--- src/orx_params.svh ---
// Offsets, field positions, command and read-back values and constants of the receive lower management map
`ifndef ORX_PARAMS_SVH
`define ORX_PARAMS_SVH

// ----------------------------------------------------------------------
// Register offsets (lower 128 bytes)
// ----------------------------------------------------------------------
`define ORX_OFF_PAGING      8'h02
`define ORX_OFF_SUMMARY     8'h06
`define ORX_OFF_LOS_HI      8'h07
`define ORX_OFF_LOS_LO      8'h08
`define ORX_OFF_TEMP_LATCH  8'h11
`define ORX_OFF_SUP_LATCH   8'h12
`define ORX_OFF_TEMP_MON    8'h16
`define ORX_OFF_SUP_MON_HI  8'h1a
`define ORX_OFF_SUP_MON_LO  8'h1b
`define ORX_OFF_ELAPSED_HI  8'h26
`define ORX_OFF_ELAPSED_LO  8'h27
`define ORX_OFF_HIGH_POWER  8'h2a
`define ORX_OFF_SOFT_RESET  8'h33
`define ORX_OFF_CHDIS_HI    8'h34
`define ORX_OFF_CHDIS_LO    8'h35
`define ORX_OFF_OUTDIS_HI   8'h36
`define ORX_OFF_OUTDIS_LO   8'h37
`define ORX_OFF_LOSMASK_HI  8'h5f
`define ORX_OFF_LOSMASK_LO  8'h60
`define ORX_OFF_TEMP_MASK   8'h69
`define ORX_OFF_SUP_MASK    8'h6a
`define ORX_OFF_EEPROM_VER  8'h6e
`define ORX_OFF_FW_FIRST    8'h6f
`define ORX_OFF_FW_LAST     8'h74
`define ORX_OFF_PW_FIRST    8'h77
`define ORX_OFF_PW_LAST     8'h7e
`define ORX_OFF_PAGE_SEL    8'h7f
`define ORX_UPPER_BASE      8'h80

// ----------------------------------------------------------------------
// Field positions
// ----------------------------------------------------------------------
`define ORX_CAP_PAGE02_BIT  4
`define ORX_CAP_ALTADDR_BIT 3
`define ORX_CAP_PAGING_BIT  2
`define ORX_CAP_INT_BIT     1
`define ORX_CAP_NRDY_BIT    0
`define ORX_SUM_LOS_BIT     6
`define ORX_SUM_MODULE_BIT  1
`define ORX_ALARM_HI_BIT    7
`define ORX_ALARM_LO_BIT    6

// ----------------------------------------------------------------------
// Values
// ----------------------------------------------------------------------
`define ORX_SOFT_RESET_CMD  8'h01
`define ORX_RESERVED_READ   8'h00
`define ORX_UPPER_READ      8'hff
`define ORX_EEPROM_VER_VAL  8'h01
`define ORX_FW_INFO_VAL     48'h0102_0304_0506

`endif

--- src/orx_pkg.sv ---
// Types shared by the receive lower management map
package orx_pkg;
   typedef logic [7:0]  orx_byte_t;
   typedef logic [11:0] orx_chan_t;
   typedef logic [1:0]  orx_alarm_t;
endpackage : orx_pkg

--- src/orx_lower_map.sv ---
// Lower 128-byte management register space of a 12-channel optical receiver
`timescale 1ns/10ps
`include "orx_params.svh"

module orx_lower_map #(
   parameter logic [7:0]  EEPROM_VERSION = `ORX_EEPROM_VER_VAL, // Arbitrary value
   parameter logic [47:0] FIRMWARE_INFO  = `ORX_FW_INFO_VAL     // Arbitrary value
) (
   // Clock and reset
   input  wire logic              mclk,
   input  wire logic              arst_n,
   // Byte access from the two-wire serial engine
   input  wire logic [7:0]        reg_addr,
   input  wire logic              reg_wr,
   input  wire logic              reg_rd,
   input  wire logic [7:0]        reg_wdata,
   output      logic [7:0]        reg_rdata,
   output      logic              reg_rvalid,
   // Optical engine status and monitors
   input  wire logic [11:0]       signal_loss,
   input  wire logic              temp_high_cond,
   input  wire logic              temp_low_cond,
   input  wire logic              supply_high_cond,
   input  wire logic              supply_low_cond,
   input  wire logic              engine_ready,
   input  wire logic [7:0]        temp_value,
   input  wire logic [15:0]       supply_value,
   input  wire logic [15:0]       elapsed_time,
   // Controls and interrupt
   output      logic              irq_pin_n,
   output      logic [7:0]        upper_page,
   output      logic              high_power_sel,
   output      logic [11:0]       channel_disable,
   output      logic [11:0]       output_disable
);

   // ----------------------------------------------------------------------
   // Helpers
   // ----------------------------------------------------------------------
   function automatic orx_pkg::orx_byte_t hi_part(input logic [15:0] v);
      hi_part = v[15:8];
   endfunction : hi_part
   function automatic orx_pkg::orx_byte_t chan_hi(input orx_pkg::orx_chan_t v);
      chan_hi = {4'h0, v[11:8]};
   endfunction : chan_hi
   function automatic orx_pkg::orx_byte_t alarm_byte(input orx_pkg::orx_alarm_t v);
      alarm_byte = {v, 6'h00};
   endfunction : alarm_byte

   // ----------------------------------------------------------------------
   // Pin synchroniser for signal loss
   // ----------------------------------------------------------------------
   orx_pkg::orx_chan_t los_s1;
   orx_pkg::orx_chan_t los_s2;
   orx_pkg::orx_chan_t los_s3;
   orx_pkg::orx_chan_t los_cond;
   orx_pkg::orx_chan_t next_los_cond;
   always_comb begin
      // Only bits on which the second and third stages agree take a new value
      next_los_cond = (los_s2 & los_s3) | (los_cond & (los_s2 ^ los_s3));
   end
   always_ff @(posedge mclk or negedge arst_n) begin
      if (!arst_n) begin
         los_s1   <= 12'h000;
         los_s2   <= 12'h000;
         los_s3   <= 12'h000;
         los_cond <= 12'h000;
      end else begin
         los_s1   <= signal_loss;
         los_s2   <= los_s1;
         los_s3   <= los_s2;
         los_cond <= next_los_cond;
      end
   end

   // ----------------------------------------------------------------------
   // Access decode
   // ----------------------------------------------------------------------
   logic rd_lo;
   logic wr_lo;
   logic soft_rst;
   assign rd_lo    = reg_rd && (reg_addr < `ORX_UPPER_BASE);
   // Read wins over a simultaneous write; the write is dropped
   assign wr_lo    = reg_wr && !reg_rd && (reg_addr < `ORX_UPPER_BASE);
   assign soft_rst = wr_lo && (reg_addr == `ORX_OFF_SOFT_RESET)
                     && (reg_wdata == `ORX_SOFT_RESET_CMD);

   // ----------------------------------------------------------------------
   // Latched flags and interrupt
   // ----------------------------------------------------------------------
   orx_pkg::orx_chan_t  los_flags;
   orx_pkg::orx_alarm_t temp_flags;
   orx_pkg::orx_alarm_t sup_flags;
   orx_pkg::orx_chan_t  next_los_flags;
   orx_pkg::orx_alarm_t next_temp_flags;
   orx_pkg::orx_alarm_t next_sup_flags;
   orx_pkg::orx_chan_t  los_clr;
   logic                temp_clr;
   logic                sup_clr;
   logic                not_ready;
   logic                next_not_ready;
   logic                next_irq_n;
   logic                irq_any;
   orx_pkg::orx_chan_t  los_mask;
   orx_pkg::orx_alarm_t temp_mask;
   orx_pkg::orx_alarm_t sup_mask;
   always_comb begin
      los_clr[11:8] = {4{rd_lo && reg_addr == `ORX_OFF_LOS_HI}};
      los_clr[7:0]  = {8{rd_lo && reg_addr == `ORX_OFF_LOS_LO}};
      temp_clr = rd_lo && (reg_addr == `ORX_OFF_TEMP_LATCH);
      sup_clr  = rd_lo && (reg_addr == `ORX_OFF_SUP_LATCH);
      // A live condition sets the flag even in the clearing cycle
      next_los_flags  = ((soft_rst ? 12'h000 : los_flags) & ~los_clr) | los_cond;
      next_temp_flags = ((soft_rst || temp_clr) ? 2'b00 : temp_flags)
                        | {temp_high_cond, temp_low_cond};
      next_sup_flags  = ((soft_rst || sup_clr) ? 2'b00 : sup_flags)
                        | {supply_high_cond, supply_low_cond};
      // Ready is a one-way drop: it never returns high without a pin reset
      next_not_ready  = not_ready && !engine_ready;
      irq_any = |(los_flags & ~los_mask) | |(temp_flags & ~temp_mask)
                | |(sup_flags & ~sup_mask);
      next_irq_n = !irq_any;
   end
   always_ff @(posedge mclk or negedge arst_n) begin
      if (!arst_n) begin
         los_flags  <= 12'h000;
         temp_flags <= 2'b00;
         sup_flags  <= 2'b00;
         not_ready  <= 1'b1;
         irq_pin_n  <= 1'b1;
      end else begin
         los_flags  <= next_los_flags;
         temp_flags <= next_temp_flags;
         sup_flags  <= next_sup_flags;
         not_ready  <= next_not_ready;
         irq_pin_n  <= next_irq_n;
      end
   end

   // ----------------------------------------------------------------------
   // Writable registers
   // ----------------------------------------------------------------------
   orx_pkg::orx_chan_t  next_los_mask;
   orx_pkg::orx_alarm_t next_temp_mask;
   orx_pkg::orx_alarm_t next_sup_mask;
   orx_pkg::orx_byte_t  high_power;
   orx_pkg::orx_byte_t  next_high_power;
   orx_pkg::orx_chan_t  next_chdis;
   orx_pkg::orx_chan_t  next_outdis;
   orx_pkg::orx_byte_t  next_page;
   orx_pkg::orx_byte_t  pw [0:7];
   orx_pkg::orx_byte_t  next_pw [0:7];
   always_comb begin
      next_los_mask   = los_mask;
      next_temp_mask  = temp_mask;
      next_sup_mask   = sup_mask;
      next_high_power = high_power;
      next_chdis      = channel_disable;
      next_outdis     = output_disable;
      next_page       = upper_page;
      next_pw         = pw;
      if (soft_rst) begin
         next_los_mask   = 12'h000;
         next_temp_mask  = 2'b00;
         next_sup_mask   = 2'b00;
         next_high_power = 8'h00;
         next_chdis      = 12'h000;
         next_outdis     = 12'h000;
         next_page       = 8'h00;
         next_pw         = '{default: 8'h00};
      end else if (wr_lo) begin
         // Unlisted offsets fall through: read-only and reserved bytes keep state
         case (reg_addr)
            `ORX_OFF_LOSMASK_HI: next_los_mask[11:8] = reg_wdata[3:0];
            `ORX_OFF_LOSMASK_LO: next_los_mask[7:0]  = reg_wdata;
            `ORX_OFF_TEMP_MASK:  next_temp_mask      = reg_wdata[7:6];
            `ORX_OFF_SUP_MASK:   next_sup_mask       = reg_wdata[7:6];
            `ORX_OFF_HIGH_POWER: next_high_power     = reg_wdata;
            `ORX_OFF_CHDIS_HI:   next_chdis[11:8]    = reg_wdata[3:0];
            `ORX_OFF_CHDIS_LO:   next_chdis[7:0]     = reg_wdata;
            `ORX_OFF_OUTDIS_HI:  next_outdis[11:8]   = reg_wdata[3:0];
            `ORX_OFF_OUTDIS_LO:  next_outdis[7:0]    = reg_wdata;
            `ORX_OFF_PAGE_SEL:   next_page           = reg_wdata;
            default: begin
               if (reg_addr >= `ORX_OFF_PW_FIRST && reg_addr <= `ORX_OFF_PW_LAST) begin
                  next_pw[3'(reg_addr - `ORX_OFF_PW_FIRST)] = reg_wdata;
               end
            end
         endcase
      end
   end
   always_ff @(posedge mclk or negedge arst_n) begin
      if (!arst_n) begin
         los_mask        <= 12'h000;
         temp_mask       <= 2'b00;
         sup_mask        <= 2'b00;
         high_power      <= 8'h00;
         channel_disable <= 12'h000;
         output_disable  <= 12'h000;
         upper_page      <= 8'h00;
         pw              <= '{default: 8'h00};
      end else begin
         los_mask        <= next_los_mask;
         temp_mask       <= next_temp_mask;
         sup_mask        <= next_sup_mask;
         high_power      <= next_high_power;
         channel_disable <= next_chdis;
         output_disable  <= next_outdis;
         upper_page      <= next_page;
         pw              <= next_pw;
      end
   end
   assign high_power_sel = high_power[0];

   // ----------------------------------------------------------------------
   // Read path
   // ----------------------------------------------------------------------
   orx_pkg::orx_byte_t rd_byte;
   orx_pkg::orx_byte_t next_rdata;
   orx_pkg::orx_byte_t cap_byte;
   orx_pkg::orx_byte_t sum_byte;
   always_comb begin
      cap_byte = 8'h00;
      cap_byte[`ORX_CAP_PAGE02_BIT]  = 1'b1;
      cap_byte[`ORX_CAP_ALTADDR_BIT] = 1'b0;
      cap_byte[`ORX_CAP_PAGING_BIT]  = 1'b1;
      cap_byte[`ORX_CAP_INT_BIT]     = !irq_pin_n;
      cap_byte[`ORX_CAP_NRDY_BIT]    = not_ready;
      sum_byte = 8'h00;
      sum_byte[`ORX_SUM_LOS_BIT]    = |los_flags;
      sum_byte[`ORX_SUM_MODULE_BIT] = |temp_flags || |sup_flags;
      rd_byte = `ORX_RESERVED_READ;
      // Lower region decodes on address alone, page select never gates it
      if (reg_addr >= `ORX_UPPER_BASE) begin
         rd_byte = `ORX_UPPER_READ;
      end else begin
         case (reg_addr)
            `ORX_OFF_PAGING:     rd_byte = cap_byte;
            `ORX_OFF_SUMMARY:    rd_byte = sum_byte;
            `ORX_OFF_LOS_HI:     rd_byte = chan_hi(los_flags);
            `ORX_OFF_LOS_LO:     rd_byte = los_flags[7:0];
            `ORX_OFF_TEMP_LATCH: rd_byte = alarm_byte(temp_flags);
            `ORX_OFF_SUP_LATCH:  rd_byte = alarm_byte(sup_flags);
            `ORX_OFF_TEMP_MON:   rd_byte = temp_value;
            `ORX_OFF_SUP_MON_HI: rd_byte = hi_part(supply_value);
            `ORX_OFF_SUP_MON_LO: rd_byte = supply_value[7:0];
            `ORX_OFF_ELAPSED_HI: rd_byte = hi_part(elapsed_time);
            `ORX_OFF_ELAPSED_LO: rd_byte = elapsed_time[7:0];
            `ORX_OFF_HIGH_POWER: rd_byte = high_power;
            `ORX_OFF_CHDIS_HI:   rd_byte = chan_hi(channel_disable);
            `ORX_OFF_CHDIS_LO:   rd_byte = channel_disable[7:0];
            `ORX_OFF_OUTDIS_HI:  rd_byte = chan_hi(output_disable);
            `ORX_OFF_OUTDIS_LO:  rd_byte = output_disable[7:0];
            `ORX_OFF_LOSMASK_HI: rd_byte = chan_hi(los_mask);
            `ORX_OFF_LOSMASK_LO: rd_byte = los_mask[7:0];
            `ORX_OFF_TEMP_MASK:  rd_byte = alarm_byte(temp_mask);
            `ORX_OFF_SUP_MASK:   rd_byte = alarm_byte(sup_mask);
            `ORX_OFF_EEPROM_VER: rd_byte = EEPROM_VERSION;
            `ORX_OFF_PAGE_SEL:   rd_byte = upper_page;
            default: begin
               if (reg_addr >= `ORX_OFF_FW_FIRST && reg_addr <= `ORX_OFF_FW_LAST) begin
                  rd_byte = FIRMWARE_INFO[8 * (3'(`ORX_OFF_FW_LAST - reg_addr)) +: 8];
               end else if (reg_addr >= `ORX_OFF_PW_FIRST && reg_addr <= `ORX_OFF_PW_LAST) begin
                  rd_byte = pw[3'(reg_addr - `ORX_OFF_PW_FIRST)];
               end
            end
         endcase
      end
      next_rdata = reg_rd ? rd_byte : reg_rdata;
   end
   always_ff @(posedge mclk or negedge arst_n) begin
      if (!arst_n) begin
         reg_rdata  <= 8'h00;
         reg_rvalid <= 1'b0;
      end else begin
         reg_rdata  <= next_rdata;
         reg_rvalid <= reg_rd;
      end
   end
endmodule : orx_lower_map

--- config.mk ---
export PLATFORM = sky130hd
export DESIGN_NAME = orx_lower_map
export DESIGN_NICKNAME = d
export VERILOG_FILES = /design/src/orx_pkg.sv /design/src/orx_lower_map.sv
export VERILOG_INCLUDE_DIRS = /design/src
export SDC_FILE = /design/constraint.sdc
export NUM_CORES = 1
export LEC_CHECK = 0
export ABC_AREA = 1
export BUFFER_PORTS_ARGS = -buffer_cell sky130_fd_sc_hd__buf_2
export CORE_ASPECT_RATIO = 0.6
export CORE_MARGIN = 1
export CORE_UTILIZATION = 40
export DETAILED_ROUTE_END_ITERATION = 7
export PLACE_DENSITY = 0.57
export SLEW_MARGIN = 25
export SYNTH_ARGS = -nofsm -noshare
export SYNTH_HDL_FRONTEND = slang
export SYNTH_SLANG_ARGS = --single-unit
--- constraint.sdc ---
create_clock -name mclk -period 1.5 [get_ports mclk]
set_clock_uncertainty 0.2 [all_clocks]
set_input_delay 0.075 -clock mclk [delete_from_list [all_inputs] [get_ports mclk]]
set_output_delay 0.075 -clock mclk [all_outputs]
set_load 0.05 [all_outputs]
==> reports/summary.txt <==
number of failing setup endpoints in the final timing report - 89
required arrival time at the worst endpoint - 1.65 ns
CP Capture Type - flop
Inserted Clock Buffers - 17
Final Max Tran Viols - 0
number of fill cells in the layout - 2,032
outcome - complete, but fails checks
Synth async-reset ratio - 1.00
Post-layout nets - 1,748
combined area of the multi-input logic cells - 5380 µm²
violated checks - negative hold slack, negative setup slack
First DRT Iteration DRCs - 1,259
antenna viol nets, final - 0
share of synthesized area occupied by flip-flops and latches - 0.499
most numerous cell types in the synthesized netlist - 439 x nand2_1, 193 x dfrtp_1, 176 x nor2_1
# diodes - 0
buffer cell driving the clock tree root - clkbuf_16
Clock Latency Late Sink - 0.46 ns
Worst Reg-to-Reg Cells - 12
WP data arrival - 1.88 ns
total negative setup slack - -6.38 ns
total number of vias - 10,406
number of max-cap violations - 0
dpl hpwl - 28,200 µm
summed instance area of the synthesized netlist - 9780 µm²
count of H-tree levels built during CTS - 4
count of clock tree sinks - 195
total detailed-routing wirelength - 38,600 µm
initial core utilization - 0.415
share of the clock period used by the worst path after layout - 1.15
post-route cell area - 15,200 µm²
number of cells traversed by the worst hold path - 9
Longest Clk Path Bufs - 2
initial antenna violation count - 0
Tightest Pin Transition - 0.615 ns
Yosys top cell area share - 0.494
largest voltage drop on the vdd net - 0.870 mV
final critical path time including I/O delays and setup - 1.73 ns
Core ar. - 23,600 µm²
maximum number of pins on one net before global-route repair - 47
residual DRC count - 0
Global Route Usage Sum - 0.313
clock tree from TritonCTS - done
filler-free cell count of the finished design - 1,981
class of the tightest hold or removal check - in -> reg
Die Y - 123 µm
Post-Route Hold Slack - -0.0195 ns
# placed instances - 1,863
die boundary width - 204 µm
highest clock frequency the design can meet - 580 MHz
Core Rows - 43
Max-Slew Margin vs Limit - 0.589
slack of the worst reg-to-reg path - -0.23 ns
reg-to-reg critical path startpoint - pw[9]
number of global-route vias before repair - 9,643
Yosys cell types - 36
static power due to leakage - 7.66 nW
Post-Syn Nets - 1,341
RSZ-0062 raised after global routing - yes
worst setup margin - -0.226 ns
Synth Warn # - 0
average size of a mapped cell - 7.85 µm²
power density normalized to cell area - 801 nW/µm²
endpoint of the worst hold-timing path - reg_rdata[2]
total grt overflow - 0
ranking of synthesized cells by area - dfrtp_1 49%, nand2_1 17%, nor2_1 6.8%, nand4_1 4.6%, o21ai_0 4.0%
Hold Vio Cnt, Final - 1
IO buf count - 119
synthesis-to-finish area growth - 55.4%
Placement Cell Area - 12,500 µm²
post-synth top area cell - dfrtp_1
area of the die - 25,100 µm²
per-cell via count in the routed design - 5.25
WS Path Type - reg -> reg
final weighted congestion in routability-driven placement - 0.960
Worst-path clk slew - 0.07 ns
most instantiated library cell after synthesis - nand2_1
Syn Inst Count - 1,246
sequential standard cell area - 4880 µm²
first-pass GRT wire length - 57,300 µm
CP Launch Type - flop
total design power - 12.2 mW
leading register cell type out of synthesis - dfrtp_1
end of the worst register-to-register path - reg_rdata[1]
number of synthesized register bits - 195
Detailed Routing Iterations Pass 1 - 7
number of synthesized flops with an enable pin - 0
HP Start - elapsed_time[10]
number of top-level pins - 120
Critical Path Fanout Max - 2
share of post-route cells with drive strength above 1 - 0.418
routed len/inst - 19.5 µm
## worst max-delay path by stage
| stage | from | end | slack, ns |
|---|---|---|---|
| global placement | reg_addr[0] | reg_rdata[2] | -0.86 |
| CTS | sup_flags[0] | reg_rdata[1] | -0.24 |
| detailed placement | reg_addr[0] | reg_rdata[2] | -0.88 |
| global route | pw[49] | reg_rdata[1] | -0.35 |
| finish | pw[9] | reg_rdata[1] | -0.23 |
| floorplan | reg_addr[0] | pw[16] | -0.36 |
## worst max-delay path: stages (launching register included)
cell	delay (ns)
dfrtp_1	0.37
inv_1	0.05
nand2_1	0.06
o21ai_2	0.11
nand2_1	0.13
nand2_1	0.09
nand2_1	0.06
nand2_1	0.09
nor2_1	0.05
nor2_1	0.13
nor2_1	0.08
nor2_2	0.15
nor2_1	0.06
## sequential cells by signal, indices dropped and copies added (netlist names), 8 cells and up
register         flops
los_flags           12
output_disable      12
los_s3              12
pw                  64
los_mask            12
upper_page           8
los_cond            12
high_power           8
reg_rdata            8
los_s1              12
channel_disable     12
los_s2              12
## cells by family after synthesis
group,count (synthesis),synth area share
buffers and inverters,117,0.0567
flip-flops,195,0.499
AO/OA/AOI/OAI,147,0.0872
AND/OR/NAND/NOR,765,0.330
adder cells (fa/ha/maj),18,0.0230
multiplexers,4,0.00409
## final cells by class
type                            count  area share
Multi-Input combinational cell    935       0.354
Sequential cell                   195       0.321
Timing Repair Buffer              432       0.239
Clock buffer                       18      0.0282
Tap cell                          315      0.0259
Inverter                           72      0.0198
Clock inverter                     14      0.0116
## metrics by stage
step	hold slack (ns)	utilization	setup WS, ns
3_3_place_gp	-0.140	0.531	-0.856
6_report	-0.0195	0.645	-0.226
5_1_grt	0.0156	0.645	-0.350
4_1_cts	0.000530	0.601	-0.237
3_5_place_dp	-0.139	0.531	-0.876
2_1_floorplan	-0.421	-	-0.358
## report_power, final
group	internal (mW)	total, mW	switching (mW)
Sequential	5.42	5.52	0.103
Combinational	0.742	1.85	1.11
Clock	2.64	4.81	2.16
## cell usage in the layout, fill, tap and decap left out, drive strengths merged
master / count
a21o: 12
a21oi: 11
a221oi: 2
a22oi: 1
a31o: 12
buf: 370
bufinv: 3
clkbuf: 26
clkinv: 4
clkinvlp: 5
dfrtp: 193
dfstp: 2
dlygate4sd3: 54
ha: 18
inv: 74
mux2i: 4
nand2: 442
nand3: 56
nand3b: 2
nand4: 72
nor2: 185
nor3: 5
o21ai: 100
o21bai: 4
o22ai: 6
or2: 3
## per-layer routing
metal | GRT usage | wire length, µm | vias up
li1 | - | - | 4910
met1 | 0.505 | 19500 | 4994
met2 | 0.392 | 14600 | 466
met3 | 0.100 | 4060 | 36
met4 | 0.0663 | 421 | 0
met5 | 0 | 0 | -
## what timing repair did
action / CTS / global route
gates resized for setup: 129 / 255
hold buffers: 53 / 2
cloned: 0 / 6
endpoints found under the setup margin: 139 / 236
pin swaps: 46 / 92
buffers inserted: 14 / 20
endpoints found under the hold margin: 320 / 16
(Power assumes the default switching activity.)
